===== config.mk =====
export PLATFORM = sky130hd
export DESIGN_NAME = dmsp_top
export DESIGN_NICKNAME = d
export VERILOG_FILES = /design/src/dmsp_pkg.sv /design/src/dmsp_sp_bank.sv /design/src/dmsp_status_enc.sv /design/src/dmsp_top.sv
export SDC_FILE = /design/constraint.sdc
export NUM_CORES = 1
export LEC_CHECK = 0
export ABC_AREA = 1
export BUFFER_PORTS_ARGS = -buffer_cell sky130_fd_sc_hd__buf_2
export CAP_MARGIN = 40
export CORE_MARGIN = 10
export CORE_UTILIZATION = 30
export CTS_BUF_LIST = sky130_fd_sc_hd__clkbuf_8
export DETAILED_ROUTE_END_ITERATION = 10
export PLACE_DENSITY = 0.53
export SYNTH_ARGS = -nofsm -noshare
export SYNTH_HDL_FRONTEND = slang
export SYNTH_HIERARCHICAL = 1
export SYNTH_SLANG_ARGS = --single-unit

===== constraint.sdc =====
create_clock -name clock_i -period 3.3 [get_ports clock_i]
set_clock_uncertainty 0.1 [all_clocks]
set_input_delay 0.825 -clock clock_i [delete_from_list [all_inputs] [get_ports clock_i]]
set_output_delay 0.825 -clock clock_i [all_outputs]
set_load 0.02 [all_outputs]

===== src/dmsp_pkg.sv =====
// dmsp_pkg: shared constants and types for the dual-mode stack pointer
package dmsp_pkg;

    // ********************************************************
    // widths and register numbers
    // ********************************************************
    localparam int unsigned DMSP_WORD_W = 16;
    localparam int unsigned DMSP_REG_W = 4;
    localparam logic [3:0] DMSP_STACK_WORD_REG = 4'hf;
    localparam logic [3:0] DMSP_STACK_SEG_REG = 4'he;
    localparam logic [15:0] DMSP_RESET_SP = 16'h0000;
    localparam logic [15:0] DMSP_RESET_SEG = 16'h0000;
    localparam logic [15:0] DMSP_WORD_SIZE = 16'h0002;
    localparam logic [15:0] DMSP_LONG_SIZE = 16'h0004;

    // ********************************************************
    // bus status codes
    // ********************************************************
    localparam logic [3:0] DMSP_ST_IDLE = 4'h0;
    localparam logic [3:0] DMSP_ST_DATA = 4'ha;
    localparam logic [3:0] DMSP_ST_STACK = 4'hb;

    // ********************************************************
    // operations
    // ********************************************************
    typedef enum logic [3:0] {
        DMSP_OP_NONE,
        DMSP_OP_PUSH,
        DMSP_OP_POP,
        DMSP_OP_CALL,
        DMSP_OP_RET,
        DMSP_OP_TRAP,
        DMSP_OP_MEM,
        DMSP_OP_REG_WR,
        DMSP_OP_LDCTL_WR
    } dmsp_op_t;

    typedef enum logic [1:0] {
        DMSP_SEL_OFFSET,
        DMSP_SEL_SEGMENT,
        DMSP_SEL_WORD
    } dmsp_sel_t;

    typedef struct packed {
        dmsp_op_t op;
        logic long_op;
        logic [3:0] addr_reg;
        logic base_mode;
        dmsp_sel_t sel;
        logic [15:0] wdata;
        logic [15:0] addr_in;
    } dmsp_req_t;

    typedef struct packed {
        logic valid;
        logic write;
        logic stack_ref;
        logic [15:0] seg;
        logic [15:0] addr;
        logic [3:0] status;
    } dmsp_bus_t;

endpackage : dmsp_pkg


===== src/dmsp_sp_bank.sv =====
// dmsp_sp_bank: the two banked copies of the implicit stack pointer
`timescale 1ns/1ps
`default_nettype none
module dmsp_sp_bank #(
    parameter int unsigned W = 16
) (
    input wire logic clock_i,
    input wire logic srst_i,
    input wire logic ce_i,
    input wire logic wr_sys_i,
    input wire logic wr_norm_i,
    input wire logic wr_seg_i,
    input wire logic [W-1:0] off_i,
    input wire logic [W-1:0] seg_i,
    output logic [W-1:0] sys_off_o,
    output logic [W-1:0] sys_seg_o,
    output logic [W-1:0] norm_off_o,
    output logic [W-1:0] norm_seg_o
);
    import dmsp_pkg::*;

    // ********************************************************
    // privileged copy
    // ********************************************************
    always_ff @(posedge clock_i) begin
        if (srst_i) begin
            sys_off_o <= W'(DMSP_RESET_SP);
            sys_seg_o <= W'(DMSP_RESET_SEG);
        end else if (ce_i && wr_sys_i) begin
            sys_off_o <= off_i;
            if (wr_seg_i) begin
                sys_seg_o <= seg_i;
            end
        end
    end

    // ********************************************************
    // unprivileged copy
    // ********************************************************
    always_ff @(posedge clock_i) begin
        if (srst_i) begin
            norm_off_o <= W'(DMSP_RESET_SP);
            norm_seg_o <= W'(DMSP_RESET_SEG);
        end else if (ce_i && wr_norm_i) begin
            norm_off_o <= off_i;
            if (wr_seg_i) begin
                norm_seg_o <= seg_i;
            end
        end
    end
endmodule : dmsp_sp_bank
`default_nettype wire


===== src/dmsp_status_enc.sv =====
// dmsp_status_enc: stack versus data reference classification
`timescale 1ns/1ps
`default_nettype none
module dmsp_status_enc (
    input wire logic clock_i,
    input wire logic srst_i,
    input wire logic ce_i,
    input wire logic access_i,
    input wire logic stack_via_sp_i,
    output logic [3:0] status_o,
    output logic stack_ref_o
);
    import dmsp_pkg::*;

    always_ff @(posedge clock_i) begin
        if (srst_i) begin
            status_o <= DMSP_ST_IDLE;
            stack_ref_o <= 1'b0;
        end else if (ce_i) begin
            stack_ref_o <= access_i && stack_via_sp_i;
            if (!access_i) begin
                status_o <= DMSP_ST_IDLE;
            end else if (stack_via_sp_i) begin
                status_o <= DMSP_ST_STACK;
            end else begin
                status_o <= DMSP_ST_DATA;
            end
        end
    end
endmodule : dmsp_status_enc
`default_nettype wire


===== src/dmsp_top.sv =====
// dmsp_top: dual-mode implicit stack pointer with bus status
`timescale 1ns/1ps
`default_nettype none
module dmsp_top #(
    parameter int unsigned W = 16
) (
    input wire logic clock_i,
    input wire logic srst_i,
    input wire logic ce_i,
    input wire logic req_valid_i,
    input wire dmsp_pkg::dmsp_req_t req_i,
    input wire logic privileged_i,
    input wire logic segmented_i,
    input wire logic boundary_i,
    input wire logic irq_i,
    output logic req_done_o,
    output logic req_err_o,
    output logic irq_ack_o,
    output dmsp_pkg::dmsp_bus_t bus_o,
    output logic [W-1:0] rdata_o
);
    import dmsp_pkg::*;

    // ********************************************************
    // helpers
    // ********************************************************
    function automatic logic [W-1:0] op_size(input logic long_op);
        return long_op ? W'(DMSP_LONG_SIZE) : W'(DMSP_WORD_SIZE);
    endfunction : op_size

    function automatic logic names_sp(input logic [3:0] r,
                                      input logic seg);
        return (r == DMSP_STACK_WORD_REG) ||
               (seg && r == DMSP_STACK_SEG_REG);
    endfunction : names_sp

    // ********************************************************
    // banked copies
    // ********************************************************
    logic [W-1:0] sys_off;
    logic [W-1:0] sys_seg;
    logic [W-1:0] norm_off;
    logic [W-1:0] norm_seg;
    logic wr_sys;
    logic wr_norm;
    logic wr_seg;
    logic [W-1:0] new_off;
    logic [W-1:0] new_seg;

    dmsp_sp_bank #(.W(W)) u_bank (
        .clock_i(clock_i),
        .srst_i(srst_i),
        .ce_i(ce_i),
        .wr_sys_i(wr_sys),
        .wr_norm_i(wr_norm),
        .wr_seg_i(wr_seg),
        .off_i(new_off),
        .seg_i(new_seg),
        .sys_off_o(sys_off),
        .sys_seg_o(sys_seg),
        .norm_off_o(norm_off),
        .norm_seg_o(norm_seg)
    );

    // ********************************************************
    // request decode
    // ********************************************************
    logic use_sys;
    logic [W-1:0] cur_off;
    logic [W-1:0] cur_seg;
    logic take;
    logic access;
    logic via_sp;
    logic bad;
    logic [W-1:0] acc_addr;
    logic [W-1:0] acc_seg;
    logic acc_wr;

    // trap entry forced onto privileged copy
    always_comb begin
        use_sys = privileged_i;
        if (req_i.op == DMSP_OP_TRAP) begin
            use_sys = 1'b1;
        end
    end

    assign cur_off = use_sys ? sys_off : norm_off;
    assign cur_seg = use_sys ? sys_seg : norm_seg;
    assign take = ce_i && req_valid_i;

    always_comb begin
        wr_sys = 1'b0;
        wr_norm = 1'b0;
        wr_seg = 1'b0;
        new_off = cur_off;
        new_seg = cur_seg;
        access = 1'b0;
        via_sp = 1'b0;
        bad = 1'b0;
        acc_addr = cur_off;
        acc_seg = segmented_i ? cur_seg : '0;
        acc_wr = 1'b0;
        case (req_i.op)
            DMSP_OP_PUSH, DMSP_OP_CALL, DMSP_OP_TRAP: begin
                new_off = cur_off - op_size(req_i.long_op);
                acc_addr = new_off;
                access = 1'b1;
                via_sp = 1'b1;
                acc_wr = 1'b1;
            end
            DMSP_OP_POP, DMSP_OP_RET: begin
                new_off = cur_off + op_size(req_i.long_op);
                access = 1'b1;
                via_sp = 1'b1;
            end
            DMSP_OP_MEM: begin
                access = 1'b1;
                acc_addr = req_i.addr_in;
                acc_wr = 1'b1;
                if (names_sp(req_i.addr_reg, segmented_i)
                        && req_i.base_mode) begin
                    via_sp = 1'b1;
                    acc_addr = cur_off + req_i.addr_in;
                end
            end
            DMSP_OP_REG_WR: begin
                if (req_i.addr_reg == DMSP_STACK_WORD_REG) begin
                    new_off = req_i.wdata;
                end else if (segmented_i &&
                        req_i.addr_reg == DMSP_STACK_SEG_REG) begin
                    new_seg = req_i.wdata;
                    wr_seg = 1'b1;
                end else begin
                    bad = 1'b1;
                end
            end
            DMSP_OP_LDCTL_WR: begin
                new_off = norm_off;
                new_seg = norm_seg;
                case (req_i.sel)
                    DMSP_SEL_WORD: begin
                        new_off = req_i.wdata;
                        bad = segmented_i;
                    end
                    DMSP_SEL_OFFSET: begin
                        new_off = req_i.wdata;
                        bad = !segmented_i;
                    end
                    DMSP_SEL_SEGMENT: begin
                        new_seg = req_i.wdata;
                        wr_seg = 1'b1;
                        bad = !segmented_i;
                    end
                    default: begin
                        bad = 1'b1;
                    end
                endcase
                if (!privileged_i) begin
                    bad = 1'b1;
                end
            end
            default: begin
            end
        endcase
        if (access && acc_addr[0]) begin
            bad = 1'b1;
            access = 1'b0;
        end
        if (take && !bad && req_i.op != DMSP_OP_NONE &&
                req_i.op != DMSP_OP_MEM) begin
            if (req_i.op == DMSP_OP_LDCTL_WR) begin
                wr_norm = 1'b1;
            end else begin
                // call uses mode copy, traps never
                wr_sys = use_sys;
                wr_norm = !use_sys;
            end
        end
        if (!take || bad) begin
            wr_seg = 1'b0;
        end
        // no byte sized stack operation exists
    end

    // ********************************************************
    // status code output
    // ********************************************************
    logic [3:0] status;
    logic stack_ref;

    dmsp_status_enc u_status (
        .clock_i(clock_i),
        .srst_i(srst_i),
        .ce_i(ce_i),
        .access_i(take && access),
        .stack_via_sp_i(via_sp),
        .status_o(status),
        .stack_ref_o(stack_ref)
    );

    // ********************************************************
    // bus cycle registers
    // ********************************************************
    logic bus_valid_q;
    logic bus_write_q;
    logic [W-1:0] bus_addr_q;
    logic [W-1:0] bus_seg_q;

    always_ff @(posedge clock_i) begin
        if (srst_i) begin
            bus_valid_q <= 1'b0;
            bus_write_q <= 1'b0;
            bus_addr_q <= '0;
            bus_seg_q <= '0;
        end else if (ce_i) begin
            bus_valid_q <= take && access;
            bus_write_q <= take && access && acc_wr;
            if (take && access) begin
                bus_addr_q <= acc_addr;
                bus_seg_q <= acc_seg;
            end
        end
    end

    always_comb begin
        bus_o.valid = bus_valid_q;
        bus_o.write = bus_write_q;
        bus_o.stack_ref = stack_ref;
        bus_o.seg = bus_seg_q;
        bus_o.addr = bus_addr_q;
        bus_o.status = status;
    end

    // ********************************************************
    // completion, readback, interrupt acceptance
    // ********************************************************
    always_ff @(posedge clock_i) begin
        if (srst_i) begin
            req_done_o <= 1'b0;
            req_err_o <= 1'b0;
            rdata_o <= '0;
        end else if (ce_i) begin
            req_done_o <= take && !bad;
            req_err_o <= take && bad;
            // readback shows the current-mode offset
            rdata_o <= cur_off;
        end
    end

    // accept at instruction or iteration boundary
    always_ff @(posedge clock_i) begin
        if (srst_i) begin
            irq_ack_o <= 1'b0;
        end else if (ce_i) begin
            irq_ack_o <= irq_i && boundary_i;
        end
    end
endmodule : dmsp_top
`default_nettype wire


==> results.py <==
metrics = {
    "outcome": {
        "status": "finished clean",
    },
    "critical_path": {
        "reg2reg_to": "u_bank/sys_off_o[14]",
        "r2r-start": "u_bank/norm_off_o[0]",
        "cp_max_fo": 9,
        "worstSetupStartpointType": "input pin",
        "critical_path_class": "input pin to flip-flop",
        "worstRegToRegCells": 17,
        "required_ns": 3.60,
        "r2r_slack_ns": 0.65,
        "end_kind": "flip-flop",
        "crit_arrival_ns": 3.40,
    },
    "power_and_ir_drop": {
        "combPwrFrac": 0.204,
        "vdd_drop_max_mv": 0.219,
        "clkPwrFrac": 0.399,
        "powerDensity_nw_per_um2": 372,
        "sw_frac_of_total": 0.331,
        "p_switching_mw": 1.24,
        "power_frac_seq": 0.397,
        "p_leak_nw": 5.03,
        "p_int_mw": 2.51,
    },
    "timing": {
        "tightestPinTransition_ns": 0.840,
        "setup_viol": 0,
        "max_freq_mhz": 322,
        "final-max-slew-violation-count": 0,
        "rsz0062_at_grt": "false",
        "slew_headroom": 0.437,
        "hold_viol_final": 0,
        "fin_crit_ns": 3.10,
        "finalCritPeriodShare": 0.940,
    },
    "detailed_routing": {
        "drt-initial-drc-count": 711,
        "drc": 0,
        "antenna_left": 0,
        "vias": 9012,
        "dr.pass1.iters": 5,
        "vias_per_cell": 4.96,
        "drt-total-wl_um": 32000,
        "wl_per_cell_um": 17.6,
    },
    "die": {
        "std_cell_rows": 59,
        "start_util": 0.306,
        "die_x_um": 183,
        "die_area_um2": 33500,
        "ios": 110,
        "core_um2": 26100,
        "dieHeight_um": 183,
    },
    "worst_hold_path": {
        "hold_path_end": "bus_addr_q[0]",
        "worstHoldPathType": "flip-flop to flip-flop",
        "min-delay-start": "bus_addr_q[0]",
        "worstHoldPathCells": 2,
    },
    "placement": {
        "dp_cells": 1783,
        "numPortBuffers": 108,
        "dp_hpwl_um": 25100,
        "gp_congestion": 0.927,
    },
    "final_layout": {
        "final_util": 0.387,
        "finalNetCount": 1543,
        "area_delta_synth_final_pct": 26.6,
        "finalNonFillerCells": 1816,
        "fillers": 2898,
        "drive_above_1_share": 0.221,
    },
    "clock_tree": {
        "post_cts_resized": 0,
        "cts_tree": "built",
        "clk_latency_ns": 0.46,
        "numCtsBuffers": 17,
        "htreeDepth": 4,
        "postCtsSetupBuffers": 0,
        "holdBufCountCts": 0,
        "clkSinkCount": 119,
        "ctsLongestPathBuffers": 2,
        "clk_pin_slew_worst_paths_ns": 0.08,
        "clockRootBuffer": "clkbuf_8",
    },
    "yosys": {
        "synthArstFlopShare": 0,
        "yosysWarningCount": 6,
        "synth_seq_area_share": 0.298,
        "synth-main-ff-cell": "dfxtp_1",
        "syn_area_per_cell_um2": 6.27,
        "syn_inst": 1273,
        "syn-num-nets": 1349,
        "netlist_area_um2": 7980,
        "synth_edf_count": 0,
        "ys_types": 53,
        "ys_seq_elements": 119,
    },
    "global_routing": {
        "overflow": 0,
        "grt_start_max_net_pins": 39,
        "grt_pass1_vias": 8488,
        "antenna_found_initial": 2,
        "grt_pass1_wl_um": 49300,
        "grt_usage": 0.187,
    },
    "run": {
        "cap_viol_max_count": 0,
    },
}
==> critical path: stages <==
cell and delay [ns]:
buf_2 0.09, inv_2 0.04, nor2_2 0.14, nand2_4 0.10, buf_4 0.19, nand3_1 0.11
nand3_1 0.13, fa_1 0.41, nor2_2 0.16, nand2_2 0.08, nor2_2 0.19, nand2_1 0.11
nand2_1 0.07, nand3_1 0.15, a31oi_1 0.34, o21ai_0 0.14, nor2_1 0.11
==> cell type report <==
| type | count | area, um2 | area share |
|---|---|---|---|
| inverters | 157 | 594 | 0.0588 |
| clock buffers | 17 | 234 | 0.0231 |
| clock inverters | 15 | 194 | 0.0192 |
| diodes | 1 | 2.50 | 0.000248 |
| flip-flops and latches | 119 | 2380 | 0.236 |
| well taps | 335 | 419 | 0.0415 |
| repair buffers | 235 | 1580 | 0.156 |
| multi-input cells | 937 | 4700 | 0.465 |
==> power by group through the flow <==
stage / Combinational (mW) / Clock [mW] / Sequential [mW]
global route: 0.840 / 1.59 / 1.50
floorplan: 0.403 / 0 / 1.54
CTS: 0.758 / 1.53 / 1.49
finish: 0.766 / 1.50 / 1.49
global placement: 0.752 / 0 / 1.52
detailed placement: 0.755 / 0 / 1.52
==> kinds of logic (layout without fill, tap and decap cells) <==
| group | count (synthesis) | count (layout) | share of synthesized area |
|---|---|---|---|
| compound gates | 259 | 259 | 0.197 |
| xor+xnor | 3 | 3 | 0.00329 |
| fa+ha+maj | 24 | 24 | 0.0404 |
| buf+inv | 217 | 424 | 0.115 |
| flops | 119 | 119 | 0.298 |
| other cells | 1 | 2 | 0.000470 |
| simple gates | 650 | 650 | 0.346 |
==> synth_stat cells (3+ instances only) <==
master	count	area, um2
a21oi_1	74	370
a221oi_1	9	78.8
a22oi_1	4	30.0
and2_1	3	18.8
buf_1	4	15.0
buf_2	14	70.1
buf_4	10	75.1
buf_6	3	33.8
clkbuf_1	27	101
dfxtp_1	119	2380
fa_1	3	60.1
ha_1	21	263
inv_1	141	529
inv_2	12	45.0
nand2_1	295	1110
nand2_2	13	81.3
nand2_4	6	67.6
nand3_1	87	435
nand4_1	15	93.8
nor2_1	206	773
nor2_2	8	50.1
nor2_4	3	33.8
nor3_1	7	35.0
o2111ai_1	5	43.8
o211ai_1	21	158
o21a_1	7	52.6
o21ai_0	92	460
o21ai_1	10	50.1
o21ai_2	3	26.3
o21bai_1	3	22.5
o221ai_1	17	149
==> registers in the layout, summed over array words and instances, names as in the netlist <==
signal / flops
req_err_o: 1
u_bank/sys_off_o: 16
u_bank/sys_seg_o: 16
u_bank/norm_seg_o: 16
bus_seg_q: 16
bus_addr_q: 16
req_done_o: 1
rdata_o: 16
irq_ack_o: 1
u_status/stack_ref_o: 1
u_bank/norm_off_o: 16
u_status/status_o: 1
bus_write_q: 1
bus_valid_q: 1
==> worst max path at each step <==
stage | from | cells after the start | slack [ns] | end
final | req_i[40] | 17 | 0.20 | u_bank/norm_off_o[13]
after global routing | req_i[41] | 18 | 0.005 | u_bank/norm_off_o[9]
after CTS | req_i[41] | 19 | 0.19 | bus_addr_q[15]
after detailed placement | req_i[41] | 19 | -0.29 | bus_addr_q[15]
after global placement | req_i[41] | 19 | -0.28 | bus_addr_q[15]
after floorplan | req_i[40] | 22 | 0.07 | bus_addr_q[11]
==> per-layer routing <==
layer  track usage  share of wire  up-vias
met3        0.0375          0.069       29
li1              -              -     4543
met5             0        0.00050        -
met1         0.255           0.47     4145
met4        0.0469          0.013        2
met2         0.296           0.45      293
==> through the flow <==
stage	area, um2	total power, mW	setup slack, ns	setup TNS, ns	hold slack (ns)
3_5_place_dp	9670	2.28	-0.294	-7.37	0.352
2_1_floorplan	7990	1.95	0.0727	0	0.346
3_3_place_gp	9670	2.28	-0.284	-5.72	0.341
4_1_cts	10100	3.78	0.190	0	0.363
6_report	10100	3.76	0.197	0	0.363
5_1_grt	10100	3.93	0.00483	0	0.381
==> placed cells by master, fill, tap and decap left out, drive strengths merged, types with 3 or more instances in the layout <==
cell type and instances:
o21bai 3, nor2 218, clkinv 7, buf 235, nand3 87, a22oi 4, ha 21, o21ai 107
dfxtp 119, fa 3, o211ai 21, bufinv 3, nand4 15, inv 161, o21a 7, clkbuf 17
o221ai 17, nor3 9, a21oi 76, a221oi 9, nand2 314, o2111ai 5, and2 3
Power figures use the tool's default switching activity.
